<file path="config.mk">
export PLATFORM = sky130hd
export DESIGN_NAME = mlt_transceiver
export DESIGN_NICKNAME = d
export VERILOG_FILES = /design/src/verilog/mlt_pkg.sv /design/src/verilog/mlt_transceiver.sv /design/src/verilog/mlt_fifo.sv
export SDC_FILE = /design/constraint.sdc
export NUM_CORES = 1
export LEC_CHECK = 0
export ABC_AREA = 1
export BUFFER_PORTS_ARGS = -buffer_cell sky130_fd_sc_hd__buf_2
export CORE_MARGIN = 2
export CORE_UTILIZATION = 34
export CTS_BUF_LIST = sky130_fd_sc_hd__clkbuf_8
export DETAILED_ROUTE_END_ITERATION = 8
export PLACE_DENSITY = 0.58
export SLEW_MARGIN = 40
export SYNTH_ARGS = -nofsm -noshare
export SYNTH_HDL_FRONTEND = slang
export SYNTH_HIERARCHICAL = 1
export SYNTH_SLANG_ARGS = --single-unit
</file>
<file path="constraint.sdc">
create_clock -name i_clk_sys -period 3.9 [get_ports i_clk_sys]
set_clock_uncertainty 0.15 [all_clocks]
set_input_delay 0.195 -clock i_clk_sys [delete_from_list [all_inputs] [get_ports i_clk_sys]]
set_output_delay 0.195 -clock i_clk_sys [all_outputs]
set_load 0.05 [all_outputs]
</file>
<file path="src/verilog/mlt_pkg.sv">
// Shared constants of the Manchester line transceiver logic
package mlt_pkg;

	// Bit cell timing, in reference-clock slots
	localparam int          SLOTS_PER_BIT = 16;             // Loop rate over data rate
	localparam logic [3:0]  SLOT_LAST     = 4'hf;           // Last slot of a cell
	localparam logic [3:0]  SLOT_QTR      = 4'h4;           // First data sample
	localparam logic [3:0]  SLOT_MID      = 4'h8;           // Nominal mid-cell transition
	localparam logic [3:0]  SLOT_3QTR     = 4'hc;           // Second data sample
	localparam logic [3:0]  WIN_EARLY_LO  = 4'h5;           // Early window start
	localparam logic [3:0]  WIN_EARLY_HI  = 4'h7;           // Early window end
	localparam logic [3:0]  WIN_LATE_LO   = 4'h9;           // Late window start
	localparam logic [3:0]  WIN_LATE_HI   = 4'hb;           // Late window end
	localparam logic [4:0]  QUAL_GAP      = 5'h10;          // Two edges within one bit
	localparam logic [4:0]  QUIET_SLOTS   = 5'h18;          // Quiet time before release

	// Transmit preamble, sent MSB first, ends in two ones
	localparam logic [15:0] PREAMBLE      = 16'haaab;
	localparam logic [3:0]  PRE_LAST      = 4'hf;           // Index of last preamble bit
	localparam logic [3:0]  PRE_CTS       = 4'he;           // Clear-to-send lead point

	// Receive FIFO shape
	localparam int          FIFO_WIDTH    = 1;
	localparam int          FIFO_DEPTH    = 8;

	// Register byte offsets
	localparam logic [3:0]  REG_CTRL      = 4'h0;           // Control
	localparam logic [3:0]  REG_STATUS    = 4'h4;           // Status, write one to clear
	localparam logic [3:0]  REG_BITCNT    = 4'h8;           // Decoded bit count

	// Field positions
	localparam int          CTRL_RX_HOLD  = 0;              // Stall receive drain
	localparam int          ST_CARRIER    = 0;              // Receive clock acquired
	localparam int          ST_ACTIVITY   = 1;              // Line activity
	localparam int          ST_TX_BUSY    = 2;              // Transmitting
	localparam int          ST_OVERRUN    = 3;              // Sticky, FIFO overflow
	localparam int          ST_ADJ_LO     = 4;              // Last loop adjustment, 2 bits
	localparam int          ST_LEVEL_LO   = 8;              // FIFO level, 4 bits

	// Reset values
	localparam logic [31:0] CTRL_RESET    = 32'h0000_0000;

	// Loop adjustment codes
	typedef enum logic [1:0] {ADJ_CENTRE, ADJ_SHORTEN, ADJ_LENGTHEN} mlt_adj_t;

endpackage

</file>
<file path="src/verilog/mlt_transceiver.sv">
// Manchester line transceiver core with loop, qualifier and register slave
//
// Summary of operation
// - Receive loop runs sixteen slots per bit
// - Loop free-runs when quiet, locks on edge
// - Early, centre, late windows adjust next cell
// - Sample at quarter points, change means bit
// - Acquire only after two edges within bit
// - Encode and decode Manchester without controller help
// - Activity output low whenever line is busy and we are not sending
// - Activity output negated while we transmit
// - Mode low: own preamble send and recognise
// - Master reset inhibits outputs, transmit clock runs
// - Clear-to-send asserted just before data accepted
// - Both clocks derived from reference input
// - Bit rate scales with reference clock
`timescale 1ns/1ns
module mlt_transceiver
	import mlt_pkg::*;
(
	input  wire logic        i_clk_sys,
	input  wire logic        i_arst_n,
	// Pins
	input  wire logic        i_ref_clock_in,        // Reference, 16x bit rate
	input  wire logic        i_master_reset_n,      // Transceiver master reset
	input  wire logic        i_mode,                // Low: own preamble
	input  wire logic        i_line_receive_pos,    // Line receiver, positive leg
	input  wire logic        i_line_receive_neg,    // Line receiver, negative leg
	output logic             o_line_tx_pos,         // Line driver, positive leg
	output logic             o_line_tx_neg,         // Line driver, negative leg
	output logic             o_line_tx_oe,          // Line driver enable
	// Controller side
	input  wire logic        i_rts_n,               // Request to send
	input  wire logic        i_txd,                 // Transmit data
	output logic             o_txc,                 // Transmit clock
	output logic             o_cts_n,               // Clear to send
	output logic             o_rxd,                 // Receive data
	output logic             o_rxc,                 // Receive clock
	output logic             o_carrier_n,           // Carrier sense
	output logic             o_line_activity_n,     // Line activity
	// Avalon-MM slave
	input  wire logic [3:0]  i_avs_address,
	input  wire logic        i_avs_read,
	input  wire logic        i_avs_write,
	input  wire logic [31:0] i_avs_writedata,
	input  wire logic [3:0]  i_avs_byteenable,
	output logic [31:0]      o_avs_readdata,
	output logic             o_avs_waitrequest
);
	typedef enum {TX_IDLE, TX_PRE, TX_DATA} mlt_tx_state_t;
	typedef enum {RX_HUNT, RX_DELIVER} mlt_rx_state_t;

	// Slot within window range
	function automatic logic in_win(input logic [3:0] s, input logic [3:0] lo,
		input logic [3:0] hi);
		in_win = (s >= lo) && (s <= hi);
	endfunction

	// Input synchronisers, stage one read only by stage two
	logic [2:0] ref_sync;      // Reference clock, third stage for edge
	logic [2:0] rxp_sync;      // Positive leg, third stage for edge
	logic [2:0] rxn_sync;      // Negative leg, third stage for edge
	logic [1:0] rts_sync;      // Request to send
	logic [1:0] txd_sync;      // Transmit data
	logic [1:0] mode_sync;     // Mode pin
	logic [1:0] mrst_sync;     // Master reset, internal state
	logic       slot_tick;     // One 16x slot elapsed
	logic       line_edge;     // Transition seen on the line
	logic       line_level;    // Synchronised line level
	logic       rts_n;
	logic       txd;
	logic       mode;
	logic       mrst;          // Internal state held in reset

	// Two-flop synchronisers and edge stages
	always_ff @(posedge i_clk_sys or negedge i_arst_n)
	begin
		if (!i_arst_n)
		begin
			ref_sync  <= '0;
			rxp_sync  <= '0;
			rxn_sync  <= '0;
			rts_sync  <= 2'h3;
			txd_sync  <= 2'h3;
			mode_sync <= '0;
			mrst_sync <= '0;
		end
		else
		begin
			ref_sync  <= {ref_sync[1:0], i_ref_clock_in};
			rxp_sync  <= {rxp_sync[1:0], i_line_receive_pos};
			rxn_sync  <= {rxn_sync[1:0], i_line_receive_neg};
			rts_sync  <= {rts_sync[0], i_rts_n};
			txd_sync  <= {txd_sync[0], i_txd};
			mode_sync <= {mode_sync[0], i_mode};
			mrst_sync <= {mrst_sync[0], i_master_reset_n};
		end
	end

	assign slot_tick  = ref_sync[1] & ~ref_sync[2];
	assign line_edge  = (rxp_sync[1] & ~rxn_sync[1]) ^ (rxp_sync[2] & ~rxn_sync[2]);
	assign line_level = rxp_sync[1] & ~rxn_sync[1];
	assign rts_n      = rts_sync[1];
	assign txd        = txd_sync[1];
	assign mode       = mode_sync[1];
	assign mrst       = ~mrst_sync[1];

	// Transmit side state
	logic [3:0]    tx_slot;    // Transmit slot counter
	mlt_tx_state_t tx_state;
	logic [3:0]    pre_idx;    // Preamble bit index
	logic          tx_bit;     // Bit of current cell
	logic          tx_level;   // Encoded line level
	logic          tx_busy;

	assign tx_busy = (tx_state != TX_IDLE);

	// Transmit clock divider, free of master reset
	always_ff @(posedge i_clk_sys or negedge i_arst_n)
	begin
		if (!i_arst_n)
			tx_slot <= '0;
		else if (slot_tick)
			tx_slot <= tx_slot + 4'h1;
	end

	// Transmit sequencer and Manchester encoder
	always_ff @(posedge i_clk_sys or negedge i_arst_n)
	begin
		if (!i_arst_n)
		begin
			tx_state <= TX_IDLE;
			pre_idx  <= '0;
			tx_bit   <= 1'b0;
			tx_level <= 1'b0;
		end
		else if (mrst)
		begin
			tx_state <= TX_IDLE;
			pre_idx  <= '0;
			tx_level <= 1'b0;
		end
		else if (slot_tick && tx_slot == SLOT_LAST)
		begin
			// Cell start: pick next bit, first half is its inverse
			unique case (tx_state)
				TX_IDLE:
				begin
					if (!rts_n && !mode)
					begin
						tx_state <= TX_PRE;
						pre_idx  <= '0;
						tx_bit   <= PREAMBLE[15];
						tx_level <= ~PREAMBLE[15];
					end
					else if (!rts_n)
					begin
						tx_state <= TX_DATA;
						tx_bit   <= txd;
						tx_level <= ~txd;
					end
				end
				TX_PRE:
				begin
					if (pre_idx == PRE_LAST)
					begin
						tx_state <= TX_DATA;
						tx_bit   <= txd;
						tx_level <= ~txd;
					end
					else
					begin
						pre_idx  <= pre_idx + 4'h1;
						tx_bit   <= PREAMBLE[4'hf - (pre_idx + 4'h1)];
						tx_level <= ~PREAMBLE[4'hf - (pre_idx + 4'h1)];
					end
				end
				TX_DATA:
				begin
					if (rts_n)
						tx_state <= TX_IDLE;
					else
					begin
						tx_bit   <= txd;
						tx_level <= ~txd;
					end
				end
			endcase
		end
		else if (slot_tick && tx_slot == (SLOT_MID - 4'h1))
			tx_level <= tx_bit;
	end

	// Receive loop state
	logic [3:0]    rx_slot;     // Receive slot counter
	logic [3:0]    next_rx_slot;
	logic          edge_pend;   // Edge waiting for next slot
	logic          edge_now;    // Edge within this slot
	logic [4:0]    gap;         // Slots since last edge
	logic          armed;       // One edge seen by qualifier
	logic          acquired;    // Receive clock acquired
	logic          activity;    // Line busy
	mlt_adj_t      adj;         // Pending adjustment
	mlt_adj_t      last_adj;    // Reported adjustment
	logic          early_smp;   // Quarter-point sample
	logic          bit_valid;   // Decoded bit strobe
	logic          bit_val;     // Decoded bit value
	logic          rx_wrap;     // Receive cell boundary

	assign edge_now = edge_pend | line_edge;

	// Next slot with window adjustment applied at cell end
	always_comb
	begin
		next_rx_slot = rx_slot + 4'h1;
		if (rx_slot == SLOT_LAST && acquired)
		begin
			if (adj == ADJ_SHORTEN)
				next_rx_slot = 4'h1;
			else if (adj == ADJ_LENGTHEN)
				next_rx_slot = SLOT_LAST;
		end
	end

	assign rx_wrap = slot_tick && (next_rx_slot < rx_slot);

	// Edge latch between slots, cleared as a tick consumes it
	always_ff @(posedge i_clk_sys or negedge i_arst_n)
	begin
		if (!i_arst_n)
			edge_pend <= 1'b0;
		else
			edge_pend <= (line_edge | edge_pend) & ~slot_tick;
	end

	// Qualifier, activity and loop phase
	always_ff @(posedge i_clk_sys or negedge i_arst_n)
	begin
		if (!i_arst_n)
		begin
			rx_slot   <= '0;
			gap       <= '0;
			armed     <= 1'b0;
			acquired  <= 1'b0;
			activity  <= 1'b0;
			adj       <= ADJ_CENTRE;
			last_adj  <= ADJ_CENTRE;
		end
		else if (mrst)
		begin
			gap      <= '0;
			armed    <= 1'b0;
			acquired <= 1'b0;
			activity <= 1'b0;
			adj      <= ADJ_CENTRE;
			rx_slot  <= rx_slot + 4'(slot_tick);
		end
		else if (slot_tick)
		begin
			rx_slot <= next_rx_slot;
			if (rx_slot == SLOT_LAST && adj != ADJ_CENTRE)
			begin
				last_adj <= adj;
				adj      <= ADJ_CENTRE;
			end
			if (edge_now)
			begin
				gap      <= '0;
				activity <= 1'b1;
				if (!acquired && armed && gap < QUAL_GAP)
				begin
					acquired <= 1'b1;
					rx_slot  <= SLOT_MID + 4'h1;
				end
				else if (!acquired)
					armed <= 1'b1;
				else if (in_win(rx_slot, WIN_EARLY_LO, WIN_EARLY_HI))
					adj <= ADJ_SHORTEN;
				else if (rx_slot == SLOT_MID)
					adj <= ADJ_CENTRE;
				else if (in_win(rx_slot, WIN_LATE_LO, WIN_LATE_HI))
					adj <= ADJ_LENGTHEN;
			end
			else if (gap >= QUIET_SLOTS)
			begin
				activity <= 1'b0;
				acquired <= 1'b0;
				armed    <= 1'b0;
			end
			else
			begin
				gap <= gap + 5'h1;
				if (gap >= QUAL_GAP && !acquired)
					armed <= 1'b0;
			end
		end
	end

	// Quarter-point sampling and Manchester decode
	always_ff @(posedge i_clk_sys or negedge i_arst_n)
	begin
		if (!i_arst_n)
		begin
			early_smp <= 1'b0;
			bit_valid <= 1'b0;
			bit_val   <= 1'b0;
		end
		else
		begin
			bit_valid <= 1'b0;
			if (slot_tick && acquired && !mrst)
			begin
				if (rx_slot == SLOT_QTR)
					early_smp <= line_level;
				if (rx_slot == SLOT_3QTR && line_level != early_smp)
				begin
					bit_valid <= 1'b1;
					bit_val   <= line_level;
				end
			end
		end
	end

	// Receive framing and FIFO feed
	mlt_rx_state_t rx_state;
	logic          prev_one;    // Previous decoded bit was one
	logic          push;        // Bit offered to FIFO
	logic          fifo_ready;
	logic          fifo_valid;
	logic          fifo_data;
	logic [3:0]    fifo_level;
	logic          rx_hold;     // Software stall of drain
	logic          pop;

	assign push = bit_valid && (rx_state == RX_DELIVER);

	always_ff @(posedge i_clk_sys or negedge i_arst_n)
	begin
		if (!i_arst_n)
		begin
			rx_state <= RX_HUNT;
			prev_one <= 1'b0;
		end
		else if (!acquired || mrst)
		begin
			rx_state <= mode ? RX_DELIVER : RX_HUNT;
			prev_one <= 1'b0;
		end
		else if (bit_valid)
		begin
			prev_one <= bit_val;
			if (rx_state == RX_HUNT && prev_one && bit_val)
				rx_state <= RX_DELIVER;
		end
	end

	assign pop = rx_wrap && !rx_hold && fifo_valid && !mrst;

	mlt_fifo #(
		.WIDTH (FIFO_WIDTH),
		.DEPTH (FIFO_DEPTH)
	) u_rx_fifo (
		.i_clk_sys   (i_clk_sys),
		.i_arst_n    (i_arst_n),
		.i_flush     (mrst),
		.i_in_valid  (push),
		.o_in_ready  (fifo_ready),
		.i_in_data   (bit_val),
		.o_out_valid (fifo_valid),
		.i_out_ready (pop),
		.o_out_data  (fifo_data),
		.o_level     (fifo_level)
	);

	// Receive data launched at receive clock rise
	logic rxd_q;
	always_ff @(posedge i_clk_sys or negedge i_arst_n)
	begin
		if (!i_arst_n)
			rxd_q <= 1'b1;
		else if (pop)
			rxd_q <= fifo_data;
	end

	// Register file
	logic        overrun;       // Sticky overflow
	logic [31:0] bit_count;     // Decoded bits delivered
	logic        ack;           // Answer cycle
	logic        wr_status;

	assign o_avs_waitrequest = (i_avs_read | i_avs_write) & ~ack;
	assign wr_status = i_avs_write && ack && i_avs_address == REG_STATUS
		&& i_avs_byteenable[0] && i_avs_writedata[ST_OVERRUN];

	// Bus answer one cycle after request
	always_ff @(posedge i_clk_sys or negedge i_arst_n)
	begin
		if (!i_arst_n)
			ack <= 1'b0;
		else
			ack <= (i_avs_read | i_avs_write) & ~ack;
	end

	// Control register write
	always_ff @(posedge i_clk_sys or negedge i_arst_n)
	begin
		if (!i_arst_n)
			rx_hold <= CTRL_RESET[CTRL_RX_HOLD];
		else if (i_avs_write && ack && i_avs_address == REG_CTRL && i_avs_byteenable[0])
			rx_hold <= i_avs_writedata[CTRL_RX_HOLD];
	end

	// Overrun flag, set wins over clear
	always_ff @(posedge i_clk_sys or negedge i_arst_n)
	begin
		if (!i_arst_n)
			overrun <= 1'b0;
		else if (push && !fifo_ready)
			overrun <= 1'b1;
		else if (wr_status)
			overrun <= 1'b0;
	end

	// Delivered bit counter
	always_ff @(posedge i_clk_sys or negedge i_arst_n)
	begin
		if (!i_arst_n)
			bit_count <= '0;
		else if (push && fifo_ready)
			bit_count <= bit_count + 32'h1;
	end

	// Read data, unmapped reads zero
	always_ff @(posedge i_clk_sys or negedge i_arst_n)
	begin
		if (!i_arst_n)
			o_avs_readdata <= '0;
		else if (i_avs_read && !ack)
		begin
			o_avs_readdata <= '0;
			unique case (i_avs_address)
				REG_CTRL:
					o_avs_readdata[CTRL_RX_HOLD] <= rx_hold;
				REG_STATUS:
				begin
					o_avs_readdata[ST_CARRIER]                  <= acquired;
					o_avs_readdata[ST_ACTIVITY]                 <= activity;
					o_avs_readdata[ST_TX_BUSY]                  <= tx_busy;
					o_avs_readdata[ST_OVERRUN]                  <= overrun;
					o_avs_readdata[ST_ADJ_LO +: 2]              <= last_adj;
					o_avs_readdata[ST_LEVEL_LO +: 4]            <= fifo_level;
				end
				REG_BITCNT:
					o_avs_readdata <= bit_count;
				default:
					o_avs_readdata <= '0;
			endcase
		end
	end

	// Pin outputs, master reset gates all but transmit clock
	assign o_txc             = (tx_slot < SLOT_MID);
	assign o_line_tx_pos     = i_master_reset_n & tx_busy & tx_level;
	assign o_line_tx_neg     = i_master_reset_n & tx_busy & ~tx_level;
	assign o_line_tx_oe      = i_master_reset_n & tx_busy;
	assign o_cts_n           = ~(i_master_reset_n & ((tx_state == TX_DATA)
		| (tx_state == TX_PRE && pre_idx >= PRE_CTS)
		| (tx_state == TX_IDLE && mode && !rts_n)));
	assign o_rxd             = ~i_master_reset_n | rxd_q;
	assign o_rxc             = i_master_reset_n & (rx_slot < SLOT_MID);
	assign o_carrier_n       = ~(i_master_reset_n & acquired);
	assign o_line_activity_n = ~(i_master_reset_n & activity & ~tx_busy);
endmodule // mlt_transceiver

</file>
<file path="src/verilog/mlt_fifo.sv">
// Flip-flop FIFO with valid/ready on both sides
`timescale 1ns/1ns
module mlt_fifo
	import mlt_pkg::*;
#(
	parameter int WIDTH = FIFO_WIDTH,
	parameter int DEPTH = FIFO_DEPTH
)(
	input  wire logic                       i_clk_sys,
	input  wire logic                       i_arst_n,
	input  wire logic                       i_flush,     // Synchronous empty
	input  wire logic                       i_in_valid,
	output logic                            o_in_ready,
	input  wire logic [WIDTH-1:0]           i_in_data,
	output logic                            o_out_valid,
	input  wire logic                       i_out_ready,
	output logic      [WIDTH-1:0]           o_out_data,
	output logic      [$clog2(DEPTH+1)-1:0] o_level
);
	localparam int AW = $clog2(DEPTH);
	localparam int CW = $clog2(DEPTH+1);

	logic [WIDTH-1:0] mem [DEPTH];   // Storage
	logic [AW-1:0]    wr_ptr;        // Write index
	logic [AW-1:0]    rd_ptr;        // Read index
	logic [CW-1:0]    count;         // Words held
	logic             push;
	logic             pop;

	assign o_in_ready  = (count != CW'(DEPTH));
	assign o_out_valid = (count != '0);
	assign o_out_data  = mem[rd_ptr];
	assign o_level     = count;
	assign push        = i_in_valid && o_in_ready;
	assign pop         = o_out_valid && i_out_ready;

	// Storage write
	always_ff @(posedge i_clk_sys)
	begin
		if (push)
			mem[wr_ptr] <= i_in_data;
	end

	// Pointers and count
	always_ff @(posedge i_clk_sys or negedge i_arst_n)
	begin
		if (!i_arst_n)
		begin
			wr_ptr <= '0;
			rd_ptr <= '0;
			count  <= '0;
		end
		else if (i_flush)
		begin
			wr_ptr <= '0;
			rd_ptr <= '0;
			count  <= '0;
		end
		else
		begin
			if (push)
				wr_ptr <= (wr_ptr == AW'(DEPTH-1)) ? '0 : wr_ptr + 1'b1;
			if (pop)
				rd_ptr <= (rd_ptr == AW'(DEPTH-1)) ? '0 : rd_ptr + 1'b1;
			count <= count + CW'(push) - CW'(pop);
		end
	end
endmodule // mlt_fifo

</file>
# Yosys cells after proc, flatten, opt, wreduce, memory -nomap -nowiden
# Memory sizes are Yosys's and may differ from the RTL's. A register that Yosys moved wholly into a read port is not among the register bits.
# Cells that the tools add are included.
# totals
reg_bits,189
ram_bits,8
romBits,16
inputBits,51
out_inout_bits,42
word_cells,273
n_memories,2
# memory_table
name,depth,width,read_ports,rd_clocked_by_memory_dff,wr,line_no,source
(no name shown),16,1,1,0,0,mlt_transceiver.sv:175,tx_level <= ~PREAMBLE[4'hf - (pre_idx + 4'h1)];
u_rx_fifo.mem,8,1,1,1,1,mlt_fifo.sv:23,logic [WIDTH-1:0] mem [DEPTH];
# op_classes
n_addsub,11
n_lt_le_gt_ge,12
n_eq_ne,37
n_mux,83
n_bitwise,33
n_reduce_logical,62
# ops
op,count
$mux 32,9
$eq 32x2->1 const B,3
$logic_not 32->1,3
$pmux 32 s3,1
$mux 4,12
$mux 1,34
$logic_and 1x1->1,33
$add 32x1->32 const B,1
$eq 32x1->1 const B,1
$eq 32x3->1 const B,1
$reduce_bool 32->1,1
$eq 4x4->1 const B,6
$ne 3x3->1 const B,7
$mux 2,10
$mux 20,1
$mux 5,4
$mux 3,6
$pmux 4 s2,2
$not 1->1,14
$and 1x1->1,13
$add 4x1->4 const B,3
$eq 4x3->1 const B,3
$reduce_and 2->1,6
$reduce_and 4->1,3
33 further kinds,61

# Depth between registers and ports, before layout
# Gate-level depths: netlist (run 1).
# depth
ltp_word,12
ltp_mapped,21
depth_no_buf,21

# Cells and area by module
# Netlist (run 1), hierarchy kept.
# by_module_without_submodules
mod,instances,cells_each,area_per_inst_um2,seq_area_each_um2
mlt_transceiver,1,713,6053.3,2984.1
mlt_fifo,1,119,1057.3,490.5

# Least setup slack after synthesis (run 1)
# No wires, ideal clock.
# synth_timing
kind,register to register
startpoint,register rx_slot[0]
endpoint,"register u_rx_fifo.count[1], in the netlist u_rx_fifo/o_level[1]"
setup_ns,0.122
arrival_time_ns,3.069
t_required_ns,3.628
setup_slack_ns,0.559
stages_incl_launch_ff,19
path_buffers,0
synth_period_minus_slack_ns,3.341
path_cell_list,dfrtp_1 > ha_1 > nand3_1 > nor2_1 > nand2_1 > nand2_1 > nand2_1 > ha_1 > a2111oi_0 > nand2_1 > inv_1 > nand2_1 > inv_1 > ha_1 > inv_1 > ha_1 > fa_1 > inv_1 > nor2_1
# synth_via
elab_chain_cells,12
elab_cells_between_ends,14
classes_between,2 x add/sub; 1 x order compare; 1 x eq/ne; 4 x mux; 6 x reduce/logical
# synth_lines
item,line_no,source
"start, declared",mlt_transceiver.sv:195,logic [3:0] rx_slot;
"start signal, assigned",mlt_transceiver.sv:256,rx_slot <= rx_slot + 4'(slot_tick);
"start signal, assigned",mlt_transceiver.sv:260,rx_slot <= next_rx_slot;
"start signal, assigned",mlt_transceiver.sv:273,rx_slot <= SLOT_MID + 4'h1;
$add 4x1->4,mlt_transceiver.sv:215,next_rx_slot = rx_slot + 4'h1;
$mux 4,mlt_transceiver.sv:220,else if (adj == ADJ_LENGTHEN)
$mux 4,mlt_transceiver.sv:218,if (adj == ADJ_SHORTEN)
$mux 4,mlt_transceiver.sv:216,if (rx_slot == SLOT_LAST && acquired)
$lt 4x4->1 *,mlt_transceiver.sv:225,assign rx_wrap = slot_tick && (next_rx_slot < rx_slot);
$logic_and 1x1->1 *,mlt_transceiver.sv:225,
$logic_and 1x1->1 * (3 in series),mlt_transceiver.sv:357,assign pop = rx_wrap && !rx_hold && fifo_valid && !mrst;
named net pop,mlt_transceiver.sv:333,logic pop;
$logic_and 1x1->1 *,mlt_fifo.sv:35,assign pop = o_out_valid && i_out_ready;
$sub 4x1->4 *,mlt_fifo.sv:65,count <= count + CW'(push) - CW'(pop);
$mux 4 *,mlt_fifo.sv:53,else if (i_flush)
"end signal, assigned",mlt_fifo.sv:65,
"end, declared",mlt_fifo.sv:26,logic [CW-1:0] count;
# The timed path passes the listed nets; every way through them passes the cells marked *.
# A chain may end at the register's enable or synchronous reset.

# Worst setup path in the final report (run 1)
# layout_timing
startpoint,register rx_slot[1]
endpoint,"register u_rx_fifo.count[2], in the netlist u_rx_fifo/o_level[2]"
# Same word-level chain as after synthesis.

==> results of run 1 <==
-- state kept, by name, summed over array words and instances (netlist names), 4 cells and up --
register,cells
tx_slot,4
u_rx_fifo/o_level,4
pre_idx,4
o_avs_readdata,32
gap,5
u_rx_fifo/mem,8
rx_slot,4
bit_count,32
-- cell type report --
type	instances	share of cell area, %
Clock buffer	17	2.79
Clock inverter	15	2.52
Inverter	125	5.59
Multi-Input combinational cell	555	36.9
Sequential cell	137	41.4
Tap cell	270	4.03
Timing Repair Buffer	85	6.74
-- critical path: stages (launching register included) --
cell and delay, ns:
dfrtp_1 0.42, ha_1 0.22, nand3_1 0.13, nor2_1 0.15
nand2_1 0.11, nand2_1 0.08, nand2_1 0.06, ha_1 0.29
a2111oi_1 0.44, nand2_1 0.12, inv_1 0.14, nand2_1 0.13
inv_1 0.08, ha_1 0.11, inv_1 0.04, ha_1 0.21
fa_1 0.39, xnor2_1 0.17, nor2_1 0.05
-- power by group through the flow --
stage / clock (W) / combinational (W) / sequential (W)
after global routing: 0.00142 / 0.000835 / 0.00162
after CTS: 0.00136 / 0.000738 / 0.00161
after global placement: 0 / 0.000714 / 0.00163
final: 0.00134 / 0.000735 / 0.00161
after detailed placement: 0 / 0.000719 / 0.00164
after floorplan: 0 / 0.000476 / 0.00167
-- cell usage after synthesis, types with 7 or more instances --
| library cell | n |
|---|---|
| nor2_1 | 61 |
| xor2_1 | 28 |
| o21ai_1 | 7 |
| nor3_1 | 28 |
| o21ai_0 | 28 |
| nand3_1 | 57 |
| xnor2_1 | 7 |
| nand2_1 | 197 |
| clkbuf_1 | 10 |
| a31oi_1 | 7 |
| o31ai_1 | 21 |
| ha_1 | 27 |
| nand4_1 | 27 |
| edfxtp_1 | 8 |
| a21oi_1 | 13 |
| dfrtp_1 | 124 |
| inv_1 | 117 |
-- path summary, 6_finish.rpt --
kind                       cells after the start                             end                    from
max in group asynchronous                      4          tx_slot[1]$_DFFE_PN0P_                i_arst_n
max                                           18  u_rx_fifo/o_level[2]$_DFF_PN0_  rx_slot[1]$_DFFE_PN0P_
min in group asynchronous                      2   o_avs_readdata[9]$_DFFE_PN0P_                i_arst_n
max reg2reg                                   18  u_rx_fifo/o_level[2]$_DFF_PN0_  rx_slot[1]$_DFFE_PN0P_
min                                            4             rx_hold$_DFFE_PN0P_     i_avs_byteenable[0]
min reg2reg                                    0           rxn_sync[1]$_DFF_PN0_   rxn_sync[0]$_DFF_PN0_
-- placed cells by master (no fill, tap or decap), types with 3 or more instances in the layout --
cell type,netlist,layout
nand2_1,197,197
dfrtp_1,124,124
inv_1,117,117
nor2_1,61,61
buf_2,3,58
nand3_1,57,57
o21ai_0,28,28
xor2_1,28,28
nor3_1,28,28
nand4_1,27,27
ha_1,27,27
o31ai_1,21,21
dlygate4sd3_1,0,18
clkbuf_8,0,17
a21oi_1,13,13
edfxtp_1,8,8
xnor2_1,7,7
a31oi_1,7,7
o21ai_1,7,7
inv_6,0,7
buf_4,0,7
inv_2,5,5
o22ai_1,5,5
dfstp_2,5,5
nor2_4,4,4
nand3_2,4,4
o211ai_1,4,4
nor3_2,4,4
clkinvlp_4,0,4
bufinv_16,0,4
clkinv_1,3,3
-- metrics by stage --
stage / setup slack (ns) / util (%) / power (W) / cell area (sq um) / instances
after global placement: 0.326 / 38.0 / 0.00235 / 7730 / 1153
after CTS: 0.225 / 41.1 / 0.00370 / 8360 / 1203
after floorplan: 0.559 / - / 0.00214 / 7110 / 832
after detailed placement: 0.233 / 38.0 / 0.00235 / 7740 / 1153
after global routing: 0.0376 / 41.2 / 0.00387 / 8390 / 1204
final: 0.299 / 41.2 / 0.00368 / 8390 / 1204
-- per-layer routing --
layer	wire, um	up-vias	share of wire (%)
li1	-	2896	-
met1	7620	2587	49
met2	7220	93	46
met3	532	14	3.4
met4	163	0	1.0
met5	0	-	0
-- repair_timing --
action	in CTS	in global routing
endpoints found under the hold margin	115	0
hold buffers	18	0
resized for setup	0	1
setup endpoints to repair	0	2
buffers inserted	0	0
-- logic make-up after synthesis --
group                    count (synthesis)
flip-flops                             137
buffers and inverters                  140
AND/OR/NAND/NOR                        396
AO/OA/AOI/OAI                           95
multiplexers                             1
XOR/XNOR                                35
adder cells (fa/ha/maj)                 28
==> metrics, run 1 <==
Post-Syn Area approximately 7100 sq um; syn avg cell area about 8.5 sq um; #FFs+latches synth around 140; CP Launch Type register; CP Capture Type register; clock power share 36.3%; Antenna Violating Nets Remaining 0; min Tclk post-route 3.60 ns; period utilization between 90 and 100%; Seq/Total Area, Yosys 48.9%; vias post-DR ~5600; main combinational cell family by area after synthesis simple AND/OR/NAND/NOR gates; top cell type's share of synthesized area between 40% and 50%; cells after synthesis 832; Psw between 0.001 and 0.0015 W; synth top area cells dfrtp_1 (44%), nand2_1 (10%), inv_1 (6.2%), ha_1 (4.8%), nand3_1 (4.0%); PortBufs 59; reg-to-reg slack, setup 0.30 ns; Final Hold Fails 0; Worst Hold Class input pin to register; Yosys warnings 6; outcome finished, final reports clean; xor/xnor cell area share of the yosys netlist under 10%; first-pass GRT wire length 25.5 mm; layout cells sized above 1 14.2%; type of the worst setup path register to register; vias per cell approximately 4.6; Iteration-0 DRC Markers 290; Chip Height 149 um; Num Clock Sinks approximately 140; die area roughly 22000 sq um; Avg WL per Cell around 13 um; vias in the first global route 5260; Min Hold Slack 0.0240 ns; total core area approximately 20000 sq um; sequential share of power 43.7%; Post-synth EDFFs 8; GP Congestion between 0.8 and 0.9; Syn Nets around 900; Slew Viols, Final 0; Residual DRC 0; met2 Usage GRT 24.2%; first drt pass iteration count 5; post-synthesis adder-cell area fraction 5.03%; Max Fclk ~280 MHz; Final Net Count 1000; combinational power share around a fifth; routed wire length 15.5 mm; initial antenna violation count 0; post-synthesis cell type count about 50; Setup-failing EPs final 0; Compound-Gate Fraction of Synth Area 8.22%; row cnt 52; H-tree depth 4; Most used DFF post-synth dfrtp_1; worst vdd ir roughly 0.42 mV; Longest Clk Path Bufs 2; cell-internal power ~0.0025 W; largest net degree at the start of global routing about 110; met3 GRT Util under 10%; Initial Util 34.9%; leakage power 3.97 nW; chip width approximately 150 um; normalized max-slew margin about three fifths; synthesis-to-finish area growth 18.0%; clock transition at the registers of the reported paths approximately 0.09 ns; Register Area approximately 3500 sq um; post-synth top area cell dfrtp_1; GRT Total Usage between 10% and 20%; most used routing layer met2; dpl hpwl 11.0 mm; Worst Path Required 4.09 ns; simple-gate share of the synthesized area between 20% and 30%; post-synthesis mux area share less than 1%; Worst Tran Pin Value 0.584 ns; async set or reset register ratio after synthesis between 90 and 100%; count of boundary I/O pins 93; antenna cells 0; TritonCTS clock tree yes; Multi-input gate area approximately 3100 sq um; Setup TNS 0 ns; Root Driver clkbuf_8; sw frac 32.7%; max_cap viols 0; # fillers 2022; GR Util met1 around a fifth; critical path peak fanout 5; PwrDens 438 nW/um^2; cts bufs inserted 17; RSZ-0062 raised after global routing no; GR Overflow Total 0; CP Data Arrival Time 3.79 ns; clock latency on the worst-skew pair around 0.47 ns
(Power assumes the default switching activity.)
==> run 2: changes to the inputs <==
--- a/config.mk
+++ b/config.mk
@@ -7,11 +7,13 @@
 export LEC_CHECK = 0
 export ABC_AREA = 1
 export BUFFER_PORTS_ARGS = -buffer_cell sky130_fd_sc_hd__buf_2
+export CELL_PAD_IN_SITES_DETAIL_PLACEMENT = 1
+export CELL_PAD_IN_SITES_GLOBAL_PLACEMENT = 2
 export CORE_MARGIN = 2
 export CORE_UTILIZATION = 34
 export CTS_BUF_LIST = sky130_fd_sc_hd__clkbuf_8
 export DETAILED_ROUTE_END_ITERATION = 8
-export PLACE_DENSITY = 0.58
+export PLACE_DENSITY = 0.84
 export SLEW_MARGIN = 40
 export SYNTH_ARGS = -nofsm -noshare
 export SYNTH_HDL_FRONTEND = slang
==> run 2 against run 1 <==
Die area unchanged; global-route usage increased by 2.5 points; critical path type unchanged; flip-flop and latch count did not move; power hardly changed; design area is 0.34% higher; sequential power hardly changed; utilization rose by 0.14 points; fmax increased by 2.6%; combinational power increased by 5.4%; register-to-register slack better by 0.09 ns; via count increased by 3.9%; setup slack gained 0.091 ns.
==> metrics, run 2 (synthesis results as in run 1) <==
most used cell, CP nand2_1 (unchanged); CP Launch Type register (unchanged); CP bufs+invs 3 (unchanged); Final Net Count 1004 (was 1000); combinational power share 21.1% (was 20.0%); Antenna Violating Nets Remaining 0 (unchanged); Worst Hold Class input pin to asynchronous set/reset pin (was input pin to register); Largest regs bit_count x32, o_avs_readdata x32, u_rx_fifo/mem x8 (unchanged); Iteration-0 DRC Markers 212 (was 290); area of placed instances 7760 sq um (was 7740 sq um); met2 Usage GRT 28.3% (was 24.2%); clock transition at the registers of the reported paths 0.08 ns (was 0.09 ns); GR Util met1 22.7% (was 19.2%); reg2reg end u_rx_fifo/o_level[2]$_DFF_PN0_ (unchanged); Levels on crit path 18 (unchanged); vias in the first global route 6009 (was 5260); Root Driver clkbuf_8 (unchanged); Worst Setup SP rx_slot[1]$_DFFE_PN0P_ (unchanged); row cnt 52 (unchanged); routed wire length 17.9 mm (was 15.5 mm); reg-to-reg slack, setup 0.39 ns (was 0.30 ns); normalized max-slew margin 59.0% (was 60.7%); worst vdd ir 0.305 mV (was 0.418 mV); Crit Reg-Reg Startpoint rx_slot[1]$_DFFE_PN0P_ (unchanged); Chip Height 149 um (unchanged); TritonCTS clock tree yes (unchanged); sequential share of power 43.7% (about the same); total core area 20400 sq um (unchanged); Post-CTS Setup Repair Bufs 0 (unchanged); Num Clock Sinks 137 (unchanged); die area 22100 sq um (unchanged); CP max stage delay 0.42 ns (was 0.44 ns); critical path peak fanout 5 (unchanged); Min Hold Slack 0.0237 ns (was 0.0240 ns); fin area 8420 sq um (was 8390 sq um); Cells after DPL 1155 (was 1153); Longest Clk Path Bufs 2 (unchanged); cts bufs inserted 17 (unchanged); Psw 0.00121 W (was 0.00120 W); count of boundary I/O pins 93 (unchanged); Max Fclk 285 MHz (was 278 MHz); critical path, cell by cell ha_1, nand3_1, nor2_2, nand2_1, nand2_1, nand2_1, ha_1, a2111oi_2, nand2_1, inv_1, nand2_1, inv_1, ha_1, inv_1, ha_1, fa_1, xnor2_1, nor2_1 (was ha_1, nand3_1, nor2_1, nand2_1, nand2_1, nand2_1, ha_1, a2111oi_1, nand2_1, inv_1, nand2_1, inv_1, ha_1, inv_1, ha_1, fa_1, xnor2_1, nor2_1); vias per cell 4.81 (was 4.64); sw frac 32.7% (about the same); first-pass GRT wire length 30.0 mm (was 25.5 mm); cell-internal power 0.00248 W (about the same); synthesis-to-finish area growth 18.4% (was 18.0%); CP Capture Point u_rx_fifo/o_level[2]$_DFF_PN0_ (unchanged); initial antenna violation count 0 (unchanged); PwrDens 437 nW/um^2 (was 438 nW/um^2); H-tree depth 4 (unchanged); leading cell type in the layout, fill and taps excluded nand2_1 (unchanged); outcome finished, final reports clean (unchanged); layout cells sized above 1 14.6% (was 14.2%); Avg WL per Cell 14.8 um (was 12.9 um); min Tclk post-route 3.51 ns (was 3.60 ns); largest net degree at the start of global routing 101 (was 105); RSZ-0062 raised after global routing no (unchanged); Worst Tran Pin Value 0.610 ns (was 0.584 ns); Slowest cell on crit path dfrtp_1 (was a2111oi_1); most frequent cells in the layout nand2_1 (197), dfrtp_1 (124), inv_1 (117), nor2_1 (59), buf_2 (58) (was nand2_1 (197), dfrtp_1 (124), inv_1 (117), nor2_1 (61), buf_2 (58)); Initial Util 34.9% (unchanged); period utilization 90.0% (was 92.3%); Final Hold Fails 0 (unchanged); CP Capture Type register (unchanged); most used routing layer met2 (unchanged); dpl hpwl 12.8 mm (was 11.0 mm); GRT Total Usage 17.1% (was 14.6%); clock power share 35.2% (was 36.3%); antenna cells 0 (unchanged); clock latency on the worst-skew pair 0.45 ns (was 0.47 ns); Worst Path Required 4.08 ns (was 4.09 ns); Residual DRC 0 (unchanged); first drt pass iteration count 4 (was 5); vias post-DR 5807 (was 5590); GP Congestion 0.782 (was 0.825); PortBufs 59 (unchanged); leakage power 3.99 nW (was 3.97 nW); type of the worst setup path register to register (unchanged); met3 GRT Util 3.68% (was 3.22%); R2R depth 18 (unchanged); Setup TNS 0 ns (unchanged); max_cap viols 0 (unchanged); cell family with most CP delay adder cells (unchanged); Slew Viols, Final 0 (unchanged); fin cells 1207 (was 1204); chip width 149 um (unchanged); CP Data Arrival Time 3.69 ns (was 3.79 ns); Setup-failing EPs final 0 (unchanged); GR Overflow Total 0 (unchanged)
==> run 2: cell type report <==
| class | count | area [sq um] |
|---|---|---|
| clock buffer | 17 | 234 |
| clock inverter | 14 | 195 |
| fill | 2456 | 11900 |
| inverter | 125 | 469 |
| multi-input combinational | 555 | 3110 |
| sequential | 137 | 3470 |
| tap | 270 | 338 |
| timing repair buffer | 89 | 601 |
==> run 2: worst min-delay path by stage <==
stage               slack [ns]                              to  depth (start not counted)                start
floorplan                -0.25                   ack$_DFF_PN0_                          0             i_arst_n
global placement          0.15           txd_sync[0]$_DFF_PN1_                          1                i_txd
detailed placement        0.15           rts_sync[0]$_DFF_PN1_                          1              i_rts_n
CTS                      0.004             rx_hold$_DFFE_PN0P_                          3  i_avs_byteenable[0]
global route             0.004   o_avs_readdata[7]$_DFFE_PN0P_                          2             i_arst_n
finish                    0.02  o_avs_readdata[11]$_DFFE_PN0P_                          2             i_arst_n
==> run 2: stage by stage <==
| stage | worst slack, ns | power, W | utilization [%] |
|---|---|---|---|
| final | 0.390 | 0.00368 | 41.4 |
| after global routing | 0.0576 | 0.00389 | 41.4 |
| after CTS | 0.202 | 0.00372 | 41.2 |
| after detailed placement | 0.211 | 0.00238 | 38.1 |
| after global placement | 0.268 | 0.00237 | 38.1 |
| after floorplan | 0.559 | 0.00214 | - |
==> run 2: repair_timing <==
item                                    in CTS  in global routing
endpoints found under the hold margin      110                  0
gates resized for setup                      0                  3
hold buffers                                20                  0
endpoints found under the setup margin       0                  3
==> run 2: power groups by stage <==
stage | Clock [W] | Sequential, W | Combinational [W]
after CTS | 0.00134 | 0.00161 | 0.000767
after global placement | 0 | 0.00163 | 0.000735
after floorplan | 0 | 0.00167 | 0.000476
final | 0.00130 | 0.00161 | 0.000775
after global routing | 0.00140 | 0.00162 | 0.000867
after detailed placement | 0 | 0.00164 | 0.000748
==> run 2: layer usage <==
layer  vias up  part of all wire [%]  routed length, um
li1       2906                     -                  -
met1      2808                    48               8570
met2        80                    48               8570
met3        13                   2.9                520
met4         0                   1.1                201
met5         -                     0                  0
==> run 3: changes to the inputs <==
--- a/config.mk
+++ b/config.mk
@@ -10,10 +10,10 @@
 export CELL_PAD_IN_SITES_DETAIL_PLACEMENT = 1
 export CELL_PAD_IN_SITES_GLOBAL_PLACEMENT = 2
 export CORE_MARGIN = 2
-export CORE_UTILIZATION = 34
+export CORE_UTILIZATION = 33
 export CTS_BUF_LIST = sky130_fd_sc_hd__clkbuf_8
 export DETAILED_ROUTE_END_ITERATION = 8
-export PLACE_DENSITY = 0.84
+export PLACE_DENSITY = 0.85
 export SLEW_MARGIN = 40
 export SYNTH_ARGS = -nofsm -noshare
 export SYNTH_HDL_FRONTEND = slang
==> constraint.sdc (replaced) <==
create_clock -name i_clk_sys -period 3.14 [get_ports i_clk_sys]
set_clock_uncertainty 0.15 [all_clocks]
set_input_delay 0.157 -clock i_clk_sys [delete_from_list [all_inputs] [get_ports i_clk_sys]]
set_output_delay 0.157 -clock i_clk_sys [all_outputs]
set_load 0.05 [all_outputs]
==> run 3 against run 2 <==
The run now ends with negative setup slack left; die area up 2.9%; utilization rose by 0.27 points; flip-flop and latch count unchanged; hold slack improved by 0.11 ns; sequential share of layout area shrank 1.7 points; combinational power increased by 65%; setup slack lost 0.46 ns; global-route usage increased by 0.37 points; critical path depth is 2 higher; register-to-register slack got worse by 0.46 ns; largest power group unchanged; critical path type unchanged; non-clock buffer count grew 36; clock-buffer cell count stayed put.
==> metrics, run 3 (synthesis results as in run 1) <==
synthesis-to-finish area growth 23.5% (was 18.4%); outcome finished with violations (was finished, final reports clean); initial antenna violation count 0 (unchanged); normalized max-slew margin 52.4% (was 59.0%); Final WS setup -0.0684 ns (was 0.390 ns); CP Launch Type register (unchanged); most used routing layer met2 (unchanged); met3 GRT Util 3.49% (was 3.68%); Slew Viols, Final 0 (unchanged); final core occ 41.6% (was 41.4%); overall power 0.00482 W (was 0.00368 W); failing checks negative setup slack; Worst Path Required 3.38 ns (was 4.08 ns); critical path peak fanout 4 (was 5); Final Hold Fails 0 (unchanged); Iteration-0 DRC Markers 176 (was 212); first drt pass iteration count 4 (unchanged); count of boundary I/O pins 93 (unchanged); first-pass GRT wire length 31.1 mm (was 30.0 mm); most used cell, CP nand2_2 (was nand2_1); met2 Usage GRT 29.1% (was 28.3%); antenna cells 0 (unchanged); critical path, cell by cell ha_4, nand3_4, nor2_4, nand2_2, inv_1, o21ai_1, inv_1, ha_1, a21o_1, nand2_2, nand2_2, inv_2, nand2_2, inv_2, ha_4, inv_4, ha_4, fa_2, inv_1, nor2_1 (was ha_1, nand3_1, nor2_2, nand2_1, nand2_1, nand2_1, ha_1, a2111oi_2, nand2_1, inv_1, nand2_1, inv_1, ha_1, inv_1, ha_1, fa_1, xnor2_1, nor2_1); min Tclk post-route 3.21 ns (was 3.51 ns); vias post-DR 5976 (was 5807); Avg WL per Cell 15.4 um (was 14.8 um); TritonCTS clock tree yes (unchanged); PortBufs 59 (unchanged); Num Clock Sinks 137 (unchanged); vias per cell 4.78 (was 4.81); Min Hold Slack 0.130 ns (was 0.0237 ns); total core area 21100 sq um (was 20400 sq um); Final Net Count 1040 (was 1004); most frequent cells in the layout nand2_1 (189), dfrtp_1 (124), inv_1 (115), nor2_1 (60), buf_2 (58) (was nand2_1 (197), dfrtp_1 (124), inv_1 (117), nor2_1 (59), buf_2 (58)); CP Capture Type register (unchanged); H-tree depth 4 (unchanged); Longest Clk Path Bufs 2 (unchanged); GRT Total Usage 17.5% (was 17.1%); Residual DRC 0 (unchanged); GR Overflow Total 0 (unchanged); period utilization 102% (was 90.0%); Worst Tran Pin Value 0.713 ns (was 0.610 ns); Initial Util 33.7% (was 34.9%); cts bufs inserted 17 (unchanged); Chip Height 151 um (was 149 um); Worst Hold Class input pin to register (was input pin to asynchronous set/reset pin); vias in the first global route 6122 (was 6009); worst vdd ir 0.408 mV (was 0.305 mV); chip width 151 um (was 149 um); routed wire length 19.3 mm (was 17.9 mm); Largest regs bit_count x32, o_avs_readdata x32, u_rx_fifo/mem x8 (unchanged); leading cell type in the layout, fill and taps excluded nand2_1 (unchanged); CP Data Arrival Time 3.45 ns (was 3.69 ns); Slowest cell on crit path fa_2 (was dfrtp_1); GR Util met1 23.4% (was 22.7%); largest net degree at the start of global routing 72 (was 101); # fillers 2556 (was 2456); leakage power 4.14 nW (was 3.99 nW); Root Driver clkbuf_8 (unchanged); row cnt 53 (was 52); dpl hpwl 13.6 mm (was 12.8 mm); die area 22700 sq um (was 22100 sq um); clock transition at the registers of the reported paths 0.08 ns (about the same); RSZ-0062 raised after global routing yes (was no); Antenna Violating Nets Remaining 0 (unchanged); Setup-failing EPs final 3 (was 0); Max Fclk 312 MHz (was 285 MHz); type of the worst setup path register to register (unchanged); layout cells sized above 1 19.6% (was 14.6%); CP max stage delay 0.51 ns (was 0.42 ns); PwrDens 549 nW/um^2 (was 437 nW/um^2); clock latency on the worst-skew pair 0.45 ns (about the same); GP Congestion 0.836 (was 0.782); max_cap viols 0 (unchanged)
run 3: critical path: cells and delay by family, from the launching register on:
kind / cells / cell delay (ns)
flip-flops: 1 / 0.43
buffers and inverters: 6 / 0.33
adder cells (fa/ha/maj): 5 / 1.42
AND/OR/NAND/NOR: 7 / 0.52
AO/OA/AOI/OAI: 2 / 0.30
run 3: final timing paths:
path	start	to	slack, ns	cells past startpoint
max	rx_slot[1]$_DFFE_PN0P_	u_rx_fifo/o_level[1]$_DFF_PN0_	-0.07	20
min	i_avs_address[1]	o_avs_readdata[0]$_DFFE_PN0P_	0.13	5
max reg2reg	rx_slot[1]$_DFFE_PN0P_	u_rx_fifo/o_level[1]$_DFF_PN0_	-0.07	20
min reg2reg	ref_sync[0]$_DFF_PN0_	ref_sync[1]$_DFF_PN0_	0.20	0
max in group asynchronous	i_arst_n	rxd_q$_DFFE_PN1P_	1.89	3
min in group asynchronous	i_arst_n	o_avs_readdata[11]$_DFFE_PN0P_	0.15	2
run 3: final cells by class:
class / count / area, sq um / share of cell area [%]
Clock inverter: 15 / 175 / 2.00
Multi-Input combinational cell: 555 / 3220 / 36.7
Clock buffer: 17 / 234 / 2.67
Timing Repair Buffer: 125 / 858 / 9.78
Tap cell: 275 / 344 / 3.92
Sequential cell: 137 / 3470 / 39.6
Inverter: 125 / 472 / 5.37
run 3: timing repair:
action                                  in CTS  in global routing
endpoints found under the setup margin       2                  4
hold buffers                                20                  0
resized for setup                           16                 10
gates cloned                                 0                  0
buffers inserted                            15                  7
endpoints found under the hold margin       85                  0
pin swaps                                   12                 13
run 3: through the flow:
step	instance area, sq um	worst slack (ns)	TNS (ns)	std cells
floorplan	7140	0.00652	0	832
global placement	7900	-0.0717	-0.0800	1175
detailed placement	7900	-0.189	-0.346	1175
CTS	8680	-0.0110	-0.0110	1242
global route	8780	-0.193	-0.620	1249
finish	8780	-0.0684	-0.142	1249
run 3: per-layer routing:
layer | up-vias | wire length [um]
met5 | - | 0
met4 | 0 | 262
met3 | 20 | 462
met2 | 74 | 9270
met1 | 2909 | 9290
li1 | 2973 | -
run 3: report_power, final:
group	leakage [nW]	switching [W]	internal (W)
registers	1.79	0.000108	0.00189
logic	2.15	0.000779	0.000503
clock network	0.204	0.000746	0.000787
